File: src/verilog/gvf_cfg.svh
// Constants for the guest function dispatch block: offsets, fields, limits.
// Assumes inclusion by bare name from every design file that needs them.
//
// Overview of operation
// - Invalid-opcode fault when functions are disabled or the selector exceeds 63.
// - Otherwise exit the guest when the selected function-control bit is 0.
// - Guest exit reports reason 59 and the invoking instruction length.
// - With no fault and no exit, perform the selected function.
// - Function enable counts as 0 while primary bit 31 is 0.
// - Pointer switching is function number 0.
// - Index of 512 or more exits without any memory read.
// - Valid index fetches 8 bytes at list base plus eight times index.
// - Exit when the fetched pointer fails the entry validity checks.
// - Valid pointer is stored and used for all later translation.
// - Switching changes no architectural register and no flag.
// - Switch exits report nothing beyond reason and instruction length.
// - Successful switch continues at the following instruction.
// - New mappings tagged with pointer bits 51:12, identifiers kept.
// - With identifiers disabled, success invalidates combined mappings of identifier 0.
// - The switch itself never raises a translation exit for the base.
// - Non-extended paging: next linear access retranslates base through new tables.
// - Extended paging: cached directory entries are kept, not reloaded.
// - Extended paging: later accesses translate cached entries through new tables.
// - Function-specific exits save information like the disabled-function exit.
// - Identifier is 0 when disabled; context identifier is 0 when disabled.
`ifndef GVF_CFG_SVH
`define GVF_CFG_SVH

// Register word indexes; byte address is four times the index.
`define GVF_IDX_PRIM 6'h00
`define GVF_IDX_SEC 6'h01
`define GVF_IDX_FUNC_LO 6'h02
`define GVF_IDX_FUNC_HI 6'h03
`define GVF_IDX_LIST_LO 6'h04
`define GVF_IDX_LIST_HI 6'h05
`define GVF_IDX_PTR_LO 6'h06
`define GVF_IDX_PTR_HI 6'h07
`define GVF_IDX_EXIT 6'h08
`define GVF_IDX_STATUS 6'h09

// Control bit positions.
`define GVF_PRIM_ACT_BIT 31
`define GVF_SEC_FUNC_BIT 13
`define GVF_SEC_VIRTUAL_PROCESSOR_ID_BIT 5

// Dispatch limits and codes.
`define GVF_MAX_FUNC 32'h0000_003F
`define GVF_SWITCH_FUNC 32'h0000_0000
`define GVF_LIST_ENTRIES 32'h0000_0200
`define GVF_EXIT_REASON 16'h003B
`define GVF_RST32 32'h0000_0000
`define GVF_RST64 64'h0000_0000_0000_0000

// Pointer tag field and validity fields.
`define GVF_TAG_HI 51
`define GVF_TAG_LO 12
`define GVF_MT_UC 3'h0
`define GVF_MT_WB 3'h6
`define GVF_WALK_LEN 3'h3

`endif

File: src/verilog/gvf_pkg.sv
// Types shared by the guest function dispatch design.
// Assumes nothing beyond a SystemVerilog compiler.
package gvf_pkg;

    // Dispatch sequencer states.
    typedef enum logic [1:0] {
        GVF_IDLE = 2'b00,
        GVF_CHECK = 2'b01,
        GVF_FETCH = 2'b10,
        GVF_CONFIRM = 2'b11
    } gvf_state_e;

endpackage : gvf_pkg

File: src/verilog/gvf_ptr_check.sv
// Combinational validity check on a candidate page table pointer.
// Assumes the candidate is stable while the caller samples the result.
`timescale 1ns/10ps
`include "gvf_cfg.svh"

module gvf_ptr_check (
    input wire logic [63:0] cand,
    output logic ok
);

    // Same checks as at guest entry: memory type, walk length, zero reserved bits.
    always_comb begin
        ok = ((cand[2:0] == `GVF_MT_UC) || (cand[2:0] == `GVF_MT_WB))
            && (cand[5:3] == `GVF_WALK_LEN)
            && (cand[11:7] == 5'h00)
            && (cand[63:`GVF_TAG_HI + 1] == 12'h000);
    end

endmodule : gvf_ptr_check

File: src/verilog/gvf_dispatch.sv
// Guest function dispatch: decides fault, guest exit or function 0 (pointer switch).
// Assumes guest request, memory answer and paging state come from logic on sys_clk;
// hypervisor controls arrive over an Avalon-MM slave with waitrequest.
`timescale 1ns/10ps
`include "gvf_cfg.svh"

module gvf_dispatch (
    input wire logic sys_clk,
    input wire logic srst,
    input wire logic ce,
    // Avalon-MM slave.
    input wire logic [7:0] avs_address,
    input wire logic avs_read,
    input wire logic avs_write,
    input wire logic [31:0] avs_writedata,
    input wire logic [3:0] avs_byteenable,
    output logic [31:0] avs_readdata,
    output logic avs_waitrequest,
    // Guest request.
    input wire logic function_invoke_instr,
    input wire logic [31:0] function_selector_reg,
    input wire logic [31:0] entry_index_reg,
    input wire logic [3:0] instr_len,
    input wire logic [15:0] virtual_processor_id,
    input wire logic [11:0] process_context_id,
    input wire logic context_id_enable_bit,
    input wire logic paging_enable_bit,
    input wire logic addr_extension_bit,
    input wire logic long_mode_active_bit,
    input wire logic linear_access,
    input wire logic dir_entry_reload,
    // Pointer list fetch.
    output logic mem_read,
    output logic [63:0] mem_addr,
    input wire logic mem_ack,
    input wire logic [63:0] mem_rdata,
    // Outcomes and side effects.
    output logic invalid_opcode_fault,
    output logic guest_exit,
    output logic [15:0] exit_reason,
    output logic [3:0] exit_instr_len,
    output logic resume_next,
    output logic busy,
    output logic [63:0] page_table_pointer,
    output logic [39:0] page_table_root_tag,
    output logic [15:0] cur_virtual_processor_id,
    output logic [11:0] cur_process_context_id,
    output logic inv_combined_vpid0,
    output logic base_xlate_new,
    output logic dir_entry_xlate_new
);

    // ************************************************************
    // Functions
    // ************************************************************

    // Merge write data into a register under Avalon byte enables.
    function automatic logic [31:0] merge_be(input logic [31:0] old, input logic [31:0] wd,
                                             input logic [3:0] be);
        logic [31:0] res;
        res = old;
        for (int i = 0; i < 4; i++) begin
            if (be[i]) begin
                res[i*8 +: 8] = wd[i*8 +: 8];
            end
        end
        return res;
    endfunction : merge_be

    // ************************************************************
    // Declarations
    // ************************************************************

    logic [31:0] prim_ctrl_r;
    logic [31:0] sec_ctrl_r;
    logic [63:0] func_ctrl_r;
    logic [63:0] list_base_r;
    logic [63:0] ptr_r;
    logic [63:0] ptr_nxt;
    logic [31:0] readdata_r;
    logic [31:0] rd_nxt;
    logic wait_r;
    gvf_pkg::gvf_state_e state_r;
    logic [31:0] sel_r;
    logic [31:0] idx_r;
    logic [3:0] len_r;
    logic [63:0] cand_r;
    logic cand_ok;
    logic ud_r;
    logic exit_r;
    logic [15:0] reason_r;
    logic [3:0] exit_len_r;
    logic resume_r;
    logic mem_read_r;
    logic [63:0] mem_addr_r;
    logic [39:0] tag_r;
    logic [15:0] virtual_processor_id_r;
    logic [11:0] process_context_id_r;
    logic inv_r;
    logic base_new_r;
    logic pde_new_r;
    logic func_en;
    logic virtual_processor_id_en;
    logic bus_wr;
    logic switch_ok;

    // Secondary controls only count while the primary activation bit is set.
    assign func_en = prim_ctrl_r[`GVF_PRIM_ACT_BIT] & sec_ctrl_r[`GVF_SEC_FUNC_BIT];
    assign virtual_processor_id_en = prim_ctrl_r[`GVF_PRIM_ACT_BIT] & sec_ctrl_r[`GVF_SEC_VIRTUAL_PROCESSOR_ID_BIT];
    assign bus_wr = avs_write & ~wait_r & ce;
    assign switch_ok = ce & (state_r == gvf_pkg::GVF_CONFIRM) & cand_ok;

    gvf_ptr_check u_check (
        .cand(cand_r),
        .ok(cand_ok)
    );

    // ************************************************************
    // Avalon-MM slave
    // ************************************************************

    // Every access takes one wait cycle, then completes; data is registered.
    always_ff @(posedge sys_clk) begin
        if (srst) begin
            wait_r <= 1'b1;
        end else if (ce) begin
            wait_r <= ~((avs_read | avs_write) & wait_r);
        end
    end

    // Read mux; unmapped words read as zero.
    always_comb begin
        rd_nxt = `GVF_RST32;
        case (avs_address[7:2])
            `GVF_IDX_PRIM: rd_nxt = prim_ctrl_r;
            `GVF_IDX_SEC: rd_nxt = sec_ctrl_r;
            `GVF_IDX_FUNC_LO: rd_nxt = func_ctrl_r[31:0];
            `GVF_IDX_FUNC_HI: rd_nxt = func_ctrl_r[63:32];
            `GVF_IDX_LIST_LO: rd_nxt = list_base_r[31:0];
            `GVF_IDX_LIST_HI: rd_nxt = list_base_r[63:32];
            `GVF_IDX_PTR_LO: rd_nxt = ptr_r[31:0];
            `GVF_IDX_PTR_HI: rd_nxt = ptr_r[63:32];
            `GVF_IDX_EXIT: rd_nxt = {12'h000, exit_len_r, reason_r};
            `GVF_IDX_STATUS: rd_nxt = {26'h000_0000, pde_new_r, base_new_r,
                                       (state_r != gvf_pkg::GVF_IDLE), 1'b0, state_r};
            default: rd_nxt = `GVF_RST32;
        endcase
    end

    // Read data is captured as waitrequest drops, so it stands at the taking edge.
    always_ff @(posedge sys_clk) begin
        if (srst) begin
            readdata_r <= `GVF_RST32;
        end else if (ce && avs_read && wait_r) begin
            readdata_r <= rd_nxt;
        end
    end

    // Hypervisor controls; the guest cannot reach these.
    always_ff @(posedge sys_clk) begin
        if (srst) begin
            prim_ctrl_r <= `GVF_RST32;
            sec_ctrl_r <= `GVF_RST32;
            func_ctrl_r <= `GVF_RST64;
            list_base_r <= `GVF_RST64;
        end else if (bus_wr) begin
            case (avs_address[7:2])
                `GVF_IDX_PRIM: prim_ctrl_r <= merge_be(prim_ctrl_r, avs_writedata, avs_byteenable);
                `GVF_IDX_SEC: sec_ctrl_r <= merge_be(sec_ctrl_r, avs_writedata, avs_byteenable);
                `GVF_IDX_FUNC_LO: func_ctrl_r[31:0] <= merge_be(func_ctrl_r[31:0],
                                                           avs_writedata, avs_byteenable);
                `GVF_IDX_FUNC_HI: func_ctrl_r[63:32] <= merge_be(func_ctrl_r[63:32],
                                                            avs_writedata, avs_byteenable);
                `GVF_IDX_LIST_LO: list_base_r[31:0] <= merge_be(list_base_r[31:0],
                                                           avs_writedata, avs_byteenable);
                `GVF_IDX_LIST_HI: list_base_r[63:32] <= merge_be(list_base_r[63:32],
                                                            avs_writedata, avs_byteenable);
                default: ;
            endcase
        end
    end

    // ************************************************************
    // Dispatch sequencer
    // ************************************************************

    // One outcome per accepted request; requests while busy are ignored.
    always_ff @(posedge sys_clk) begin
        if (srst) begin
            state_r <= gvf_pkg::GVF_IDLE;
            sel_r <= `GVF_RST32;
            idx_r <= `GVF_RST32;
            len_r <= 4'h0;
            cand_r <= `GVF_RST64;
            ud_r <= 1'b0;
            exit_r <= 1'b0;
            reason_r <= 16'h0000;
            exit_len_r <= 4'h0;
            resume_r <= 1'b0;
            mem_read_r <= 1'b0;
            mem_addr_r <= `GVF_RST64;
        end else if (ce) begin
            ud_r <= 1'b0;
            exit_r <= 1'b0;
            resume_r <= 1'b0;
            unique case (state_r)
                gvf_pkg::GVF_IDLE: begin
                    if (function_invoke_instr) begin
                        sel_r <= function_selector_reg;
                        idx_r <= entry_index_reg;
                        len_r <= instr_len;
                        state_r <= gvf_pkg::GVF_CHECK;
                    end
                end
                gvf_pkg::GVF_CHECK: begin
                    // Checks in fixed order; the first that fails decides.
                    if (!func_en || (sel_r > `GVF_MAX_FUNC)) begin
                        ud_r <= 1'b1;
                        state_r <= gvf_pkg::GVF_IDLE;
                    end else if (!func_ctrl_r[sel_r[5:0]] || (sel_r != `GVF_SWITCH_FUNC)) begin
                        // Only function 0 exists here; any other selection exits.
                        exit_r <= 1'b1;
                        reason_r <= `GVF_EXIT_REASON;
                        exit_len_r <= len_r;
                        state_r <= gvf_pkg::GVF_IDLE;
                    end else if (idx_r >= `GVF_LIST_ENTRIES) begin
                        exit_r <= 1'b1;
                        reason_r <= `GVF_EXIT_REASON;
                        exit_len_r <= len_r;
                        state_r <= gvf_pkg::GVF_IDLE;
                    end else begin
                        // The list is 4-KByte aligned, so concatenation forms the address.
                        mem_read_r <= 1'b1;
                        mem_addr_r <= {list_base_r[63:12], idx_r[8:0], 3'h0};
                        state_r <= gvf_pkg::GVF_FETCH;
                    end
                end
                gvf_pkg::GVF_FETCH: begin
                    if (mem_ack) begin
                        mem_read_r <= 1'b0;
                        cand_r <= mem_rdata;
                        state_r <= gvf_pkg::GVF_CONFIRM;
                    end
                end
                gvf_pkg::GVF_CONFIRM: begin
                    if (!cand_ok) begin
                        // Only reason and length are recorded; no extra exit detail.
                        exit_r <= 1'b1;
                        reason_r <= `GVF_EXIT_REASON;
                        exit_len_r <= len_r;
                    end else begin
                        resume_r <= 1'b1;
                    end
                    state_r <= gvf_pkg::GVF_IDLE;
                end
            endcase
        end
    end

    // ************************************************************
    // Pointer and mapping tags
    // ************************************************************

    // Switch wins over a bus write in the same cycle; nothing else is touched.
    always_comb begin
        ptr_nxt = ptr_r;
        if (switch_ok) begin
            ptr_nxt = cand_r;
        end else if (bus_wr && (avs_address[7:2] == `GVF_IDX_PTR_LO)) begin
            ptr_nxt[31:0] = merge_be(ptr_r[31:0], avs_writedata, avs_byteenable);
        end else if (bus_wr && (avs_address[7:2] == `GVF_IDX_PTR_HI)) begin
            ptr_nxt[63:32] = merge_be(ptr_r[63:32], avs_writedata, avs_byteenable);
        end
    end

    // The tag always follows the live pointer.
    always_ff @(posedge sys_clk) begin
        if (srst) begin
            ptr_r <= `GVF_RST64;
            tag_r <= 40'h00_0000_0000;
        end else if (ce) begin
            ptr_r <= ptr_nxt;
            tag_r <= ptr_nxt[`GVF_TAG_HI:`GVF_TAG_LO];
        end
    end

    // Current identifiers pass through unchanged by a switch.
    always_ff @(posedge sys_clk) begin
        if (srst) begin
            virtual_processor_id_r <= 16'h0000;
            process_context_id_r <= 12'h000;
            inv_r <= 1'b0;
        end else if (ce) begin
            virtual_processor_id_r <= virtual_processor_id_en ? virtual_processor_id : 16'h0000;
            process_context_id_r <= context_id_enable_bit ? process_context_id : 12'h000;
            inv_r <= switch_ok & ~virtual_processor_id_en;
        end
    end

    // ************************************************************
    // Retranslation flags
    // ************************************************************

    // The switch raises no translation fault itself; it only marks which cached
    // address must go through the new tables on the next access.
    // A set in the same cycle as a clear wins.
    always_ff @(posedge sys_clk) begin
        if (srst) begin
            base_new_r <= 1'b0;
            pde_new_r <= 1'b0;
        end else if (ce) begin
            if (switch_ok && paging_enable_bit && (!addr_extension_bit || long_mode_active_bit)) begin
                base_new_r <= 1'b1;
            end else if (linear_access) begin
                base_new_r <= 1'b0;
            end
            // Cached directory entries are not reloaded; they are retranslated later.
            if (switch_ok && paging_enable_bit && addr_extension_bit && !long_mode_active_bit) begin
                pde_new_r <= 1'b1;
            end else if (dir_entry_reload) begin
                pde_new_r <= 1'b0;
            end
        end
    end

    // ************************************************************
    // Outputs
    // ************************************************************

    assign avs_readdata = readdata_r;
    assign avs_waitrequest = wait_r;
    assign mem_read = mem_read_r;
    assign mem_addr = mem_addr_r;
    assign invalid_opcode_fault = ud_r;
    assign guest_exit = exit_r;
    assign exit_reason = reason_r;
    assign exit_instr_len = exit_len_r;
    assign resume_next = resume_r;
    assign busy = mem_read_r;
    assign page_table_pointer = ptr_r;
    assign page_table_root_tag = tag_r;
    assign cur_virtual_processor_id = virtual_processor_id_r;
    assign cur_process_context_id = process_context_id_r;
    assign inv_combined_vpid0 = inv_r;
    assign base_xlate_new = base_new_r;
    assign dir_entry_xlate_new = pde_new_r;

    // ************************************************************
    // Assertions
    // ************************************************************

    a_ud_bad_select: assert property (@(posedge sys_clk) disable iff (srst)
        ce && state_r == gvf_pkg::GVF_CHECK && sel_r > `GVF_MAX_FUNC |=> ud_r && !exit_r)
        else $error("selector above limit did not fault");

    a_ud_inactive_prim: assert property (@(posedge sys_clk) disable iff (srst)
        ce && state_r == gvf_pkg::GVF_CHECK && !prim_ctrl_r[`GVF_PRIM_ACT_BIT] |=> ud_r)
        else $error("inactive primary control did not fault");

    a_exit_disabled_fn: assert property (@(posedge sys_clk) disable iff (srst)
        ce && state_r == gvf_pkg::GVF_CHECK && func_en && sel_r <= `GVF_MAX_FUNC
        && !func_ctrl_r[sel_r[5:0]] |=> exit_r && reason_r == `GVF_EXIT_REASON)
        else $error("disabled function did not exit");

    a_exit_len_kept: assert property (@(posedge sys_clk) disable iff (srst)
        $rose(exit_r) |-> exit_len_r == len_r && reason_r == `GVF_EXIT_REASON)
        else $error("exit information wrong");

    a_index_no_fetch: assert property (@(posedge sys_clk) disable iff (srst)
        ce && state_r == gvf_pkg::GVF_CHECK && func_en && sel_r == `GVF_SWITCH_FUNC
        && func_ctrl_r[0] && idx_r >= `GVF_LIST_ENTRIES |=> exit_r && !mem_read_r)
        else $error("out of range index fetched memory");

    a_fetch_addr: assert property (@(posedge sys_clk) disable iff (srst)
        mem_read_r |-> mem_addr_r == {list_base_r[63:12], 12'h000}
        + {52'h0_0000_0000_0000, idx_r[8:0], 3'h0})
        else $error("fetch address wrong");

    a_bad_cand_keep: assert property (@(posedge sys_clk) disable iff (srst)
        ce && state_r == gvf_pkg::GVF_CONFIRM && !cand_ok && !bus_wr
        |=> exit_r && !resume_r && $stable(ptr_r))
        else $error("invalid pointer was not refused");

    a_switch_load: assert property (@(posedge sys_clk) disable iff (srst)
        switch_ok |=> ptr_r == $past(cand_r) && resume_r ##1 !resume_r || !ce)
        else $error("valid pointer not loaded");

    a_tag_follow: assert property (@(posedge sys_clk) disable iff (srst)
        resume_r |-> tag_r == ptr_r[`GVF_TAG_HI:`GVF_TAG_LO] && inv_r == !virtual_processor_id_en)
        else $error("tag or invalidation wrong after switch");

    a_one_outcome: assert property (@(posedge sys_clk) disable iff (srst)
        $onehot0({ud_r, exit_r, resume_r}))
        else $error("more than one outcome");

endmodule : gvf_dispatch

File: config.mk
export PLATFORM = sky130hd
export DESIGN_NAME = gvf_dispatch
export DESIGN_NICKNAME = d
export VERILOG_FILES = /design/src/verilog/gvf_pkg.sv /design/src/verilog/gvf_ptr_check.sv /design/src/verilog/gvf_dispatch.sv
export VERILOG_INCLUDE_DIRS = /design/src /design/src/verilog
export SDC_FILE = /design/constraint.sdc
export NUM_CORES = 1
export LEC_CHECK = 0
export ABC_AREA = 1
export BUFFER_PORTS_ARGS = -buffer_cell sky130_fd_sc_hd__buf_2
export CAP_MARGIN = 10
export CORE_MARGIN = 2
export CORE_UTILIZATION = 55
export DETAILED_ROUTE_END_ITERATION = 12
export PLACE_DENSITY = 0.88
export SYNTH_ARGS = -nofsm -noshare
export SYNTH_HDL_FRONTEND = slang
export SYNTH_SLANG_ARGS = --single-unit
File: constraint.sdc
create_clock -name sys_clk -period 2.3 [get_ports sys_clk]
set_input_delay 0.46 -clock sys_clk [delete_from_list [all_inputs] [get_ports sys_clk]]
set_output_delay 0.46 -clock sys_clk [all_outputs]
set_load 0.03 [all_outputs]
==> parameters.txt <==
Parameter                              Value

Run status
  Run status ... complete, no violations

Finish
  Final Instance Area ... roughly 0.026 mm²
  Syn-to-layout area delta ... 20.0%
  Most frequent standard cell in the layout excluding fill and tap cells ... sky130_fd_sc_hd__nor2_1
  Net count reported at finish ... approximately 3700
  Post-layout instance count excluding filler cells ... roughly 4000
  Share of post-route cells with drive strength above 1 ... 0.190
  Top library cells by usage in the layout, fill and taps aside ... 632 x sky130_fd_sc_hd__nor2_1, 524 x sky130_fd_sc_hd__dfxtp_1, 522 x sky130_fd_sc_hd__nand2_1

Synthesis
  Number of synthesized register bits ... between 500 and 600
  Mean area per synthesized cell ... 7.06 µm²
  Synth Flop Type ... sky130_fd_sc_hd__dfxtp_1
  Sequential element share of the synthesized area ... 0.479
  Synthesized instance count ... between 3000 and 4000
  Yosys warning count ... 0
  Async set-or-reset flop fraction in the synthesized netlist ... 0
  Share of Yosys cell area claimed by the top area cell type ... 0.479
  Mapped Area ... around 0.022 mm²
  Post-synthesis cell type count ... 34
  Cell types occupying the most area after synthesis ... sky130_fd_sc_hd__dfxtp_1 48%, sky130_fd_sc_hd__nor2_1 11%, sky130_fd_sc_hd__o21ai_0 9.6%
  Biggest area consumer among synthesized cells ... sky130_fd_sc_hd__dfxtp_1
  Count of flip-flops with a built-in enable after synthesis ... 0

STA
  Fraction of the cycle the final worst path needs ... 0.908
  Number of max-slew violations in the final report ... 0
  Post-layout minimum cycle time ... 2.09 ns
  Clock Skews ... roughly 0.023 ns
  RSZ-0062 raised after global routing ... false
  Maximum operating frequency ... around 480 MHz
  Slew HR ... 0.524
  Tightest Pin Transition ... about 0.71 ns
  Fin. Hold Viols ... 0
  Setup total negative slack ... 0 ns
  Number of setup violations in the final report ... 0

Clocking
  Clock tree from TritonCTS ... built
  Clk Latency, worst-skew pair ... roughly 0.58 ns
  Clk buf depth ... 3
  Clock tree root buffer cell ... sky130_fd_sc_hd__clkbuf_16
  TritonCTS buffer count ... between 50 and 60
  Number of post-CTS setup repair buffers ... 0
  Clock sink count ... about 520
  Hold buffers post-CTS ... 0
  PostCTS Resize Cnt ... 0
  Register clock-pin slew on the reported worst setup and hold paths ... 0.06 ns
  Clock H-tree levels ... 2

Detailed routing
  Detailed-route DRC error count ... 0
  Violation count after the first detailed-routing iteration ... approximately 2800
  Average detailed-routed wire length per instance ... roughly 18 µm
  Total via count in the routed design ... 22087
  DR vias/cell ... ~5.5
  Total wire length ... roughly 70000 µm
  Antenna Nets Post-Route ... 0
  First-pass DRT Iterations ... 6

Place
  Instance count after placement with tap cells included ... a little under 4000
  Final GP Congestion ... a little under 1
  Port Buf Inserts ... between 400 and 500
  Half-perimeter wire length after placement ... 51300 µm
  Placed instance area ... roughly 0.025 mm²

Flow run
  # Max-Cap Violations ... 0

Global route
  GR Util met1 ... 0.456
  GR met2 Demand/Resource ... 0.504
  Met3 Track Usage GR ... 0.0702
  Wire length of the first global-routing pass ... ~110000 µm
  Via count of the first global-routing pass ... 19755
  Maximum number of pins on one net before global-route repair ... around 120
  Total global routing overflow ... 0
  Antenna violations before repair ... 9
  Busiest layer in global routing ... met2
  Overall routing resource usage ... 0.330

Critical path
  Beginning of the worst register-to-register path ... sel_r[0]
  Endpoint type of the worst setup path ... register
  Worst-case reg-to-reg path depth ... 12
  Required time of the critical path ... approximately 2.8 ns
  Kind of start point of the critical path ... register
  Largest fanout on the critical path ... approximately 120
  Flop-to-flop setup slack ... between 0.2 and 0.25 ns
  Worst path arrival time ... around 2.6 ns
  Endpoint of the worst register-to-register path ... mem_addr[47]
  Setup Crit Path Kind ... register to register

Floorplan
  Die Span Y ... around 200 µm
  Site row count ... between 70 and 80
  Boundary Pins ... 474
  Die X-Extent ... 204 µm
  Floorplan Core Area ... ~0.040 mm²
  Starting Density ... 0.554
  Die Area ... slightly above 0.04 mm²

Power
  VDD IR-drop max ... 0.662 mV
  Leakage ... between 10 and 15 nW
  Power density cells ... between 700 and 800 mW/mm²
  Total Power ... roughly 0.019 W

Min path
  Worst min path class ... input port to register
  Count of cells along the worst hold path ... 3
  Hold Path Origin ... mem_rdata[4]
  Capture endpoint of the worst hold path ... cand_r[4]
==> routing by layer <==
layer | wire length [µm] | part of all wire | vias up
met5 | 7 | 0.000098 | -
met2 | 30900 | 0.43 | 1265
met4 | 2800 | 0.039 | 2
met3 | 7510 | 0.11 | 192
li1 | - | - | 10678
met1 | 29900 | 0.42 | 9950
==> stage by stage <==
step	hold slack, ns	setup WS (ns)	utilization
3_5_place_dp	0.436	0.0546	0.620
6_report	0.112	0.211	0.664
5_1_grt	0.0999	0.0261	0.664
3_3_place_gp	0.431	0.123	0.620
4_1_cts	0.0923	0.111	0.663
2_1_floorplan	0.423	0.542	-
==> worst max-delay path, cell delays in order (launching register included) <==
cell and delay [ns]:
sky130_fd_sc_hd__dfxtp_1 0.56, sky130_fd_sc_hd__clkinv_4 0.16, sky130_fd_sc_hd__nand2_1 0.09, sky130_fd_sc_hd__nand3_1 0.06, sky130_fd_sc_hd__nand2_1 0.08, sky130_fd_sc_hd__nand2_1 0.05
sky130_fd_sc_hd__nand2_1 0.06, sky130_fd_sc_hd__inv_1 0.03, sky130_fd_sc_hd__nand2_1 0.16, sky130_fd_sc_hd__nand4_4 0.13, sky130_fd_sc_hd__buf_12 0.26, sky130_fd_sc_hd__nor2_1 0.21
sky130_fd_sc_hd__nor2_1 0.07
==> worst max path at each step <==
stage	cells after the start	startpoint	to
after floorplan	11	avs_address[5]	page_table_pointer[52]
after global placement	11	avs_address[5]	page_table_pointer[35]
after detailed placement	11	avs_address[5]	page_table_pointer[39]
after CTS	11	cand_r[7]	page_table_pointer[39]
after global routing	13	sel_r[0]	mem_addr[44]
final	12	sel_r[0]	mem_addr[47]
==> cells by family after synthesis <==
kind of cell	count (synthesis)	synth area share
flip-flops	524	0.479
AO/OA/AOI/OAI	776	0.184
other	1	0.000171
AND/OR/NAND/NOR	1311	0.238
buffers and inverters	488	0.0987
==> report_power, final <==
part | switching, W | total [W] | internal [W]
logic | 0.000745 | 0.00112 | 0.000372
registers | 0.0000690 | 0.00926 | 0.00919
clock network | 0.00350 | 0.00853 | 0.00504
total | 0.00431 | 0.0189 | 0.0146
==> state kept, by name, indices dropped and copies added, names as in the netlist, 61 cells and up, named ones only <==
name                count
list_base_r            64
page_table_pointer     64
mem_addr               61
cand_r                 64
func_ctrl_r            64
==> cell usage after synthesis, types with 2 or more instances <==
cell type and count:
sky130_fd_sc_hd__o22ai_1 10, sky130_fd_sc_hd__nand2_2 5, sky130_fd_sc_hd__o2111ai_1 2, sky130_fd_sc_hd__a22o_1 2, sky130_fd_sc_hd__nand2_1 526, sky130_fd_sc_hd__buf_2 52, sky130_fd_sc_hd__clkbuf_1 112, sky130_fd_sc_hd__dfxtp_1 524
sky130_fd_sc_hd__nor2_4 2, sky130_fd_sc_hd__nand3_1 101, sky130_fd_sc_hd__nand3b_1 3, sky130_fd_sc_hd__buf_4 59, sky130_fd_sc_hd__clkinv_1 4, sky130_fd_sc_hd__buf_1 4, sky130_fd_sc_hd__nor2_1 633, sky130_fd_sc_hd__o21ai_2 3
sky130_fd_sc_hd__o211ai_1 16, sky130_fd_sc_hd__nor2_2 9, sky130_fd_sc_hd__inv_2 10, sky130_fd_sc_hd__inv_1 241, sky130_fd_sc_hd__a21oi_1 292, sky130_fd_sc_hd__o21ai_0 422, sky130_fd_sc_hd__buf_6 5, sky130_fd_sc_hd__nor3_1 6
sky130_fd_sc_hd__a22oi_1 28, sky130_fd_sc_hd__nand4_1 21
==> area by class of cell <==
type / count / area (µm²)
multi-input combinational: 2101 / 9330
clock inverter: 15 / 183
sequential: 524 / 10500
antenna: 8 / 20.0
inverter: 256 / 973
timing repair buffer: 540 / 3090
clock buffer: 73 / 1530
fill: 3240 / 13300
tap: 525 / 657
Note: power is estimated with default switching activity, not from simulation.
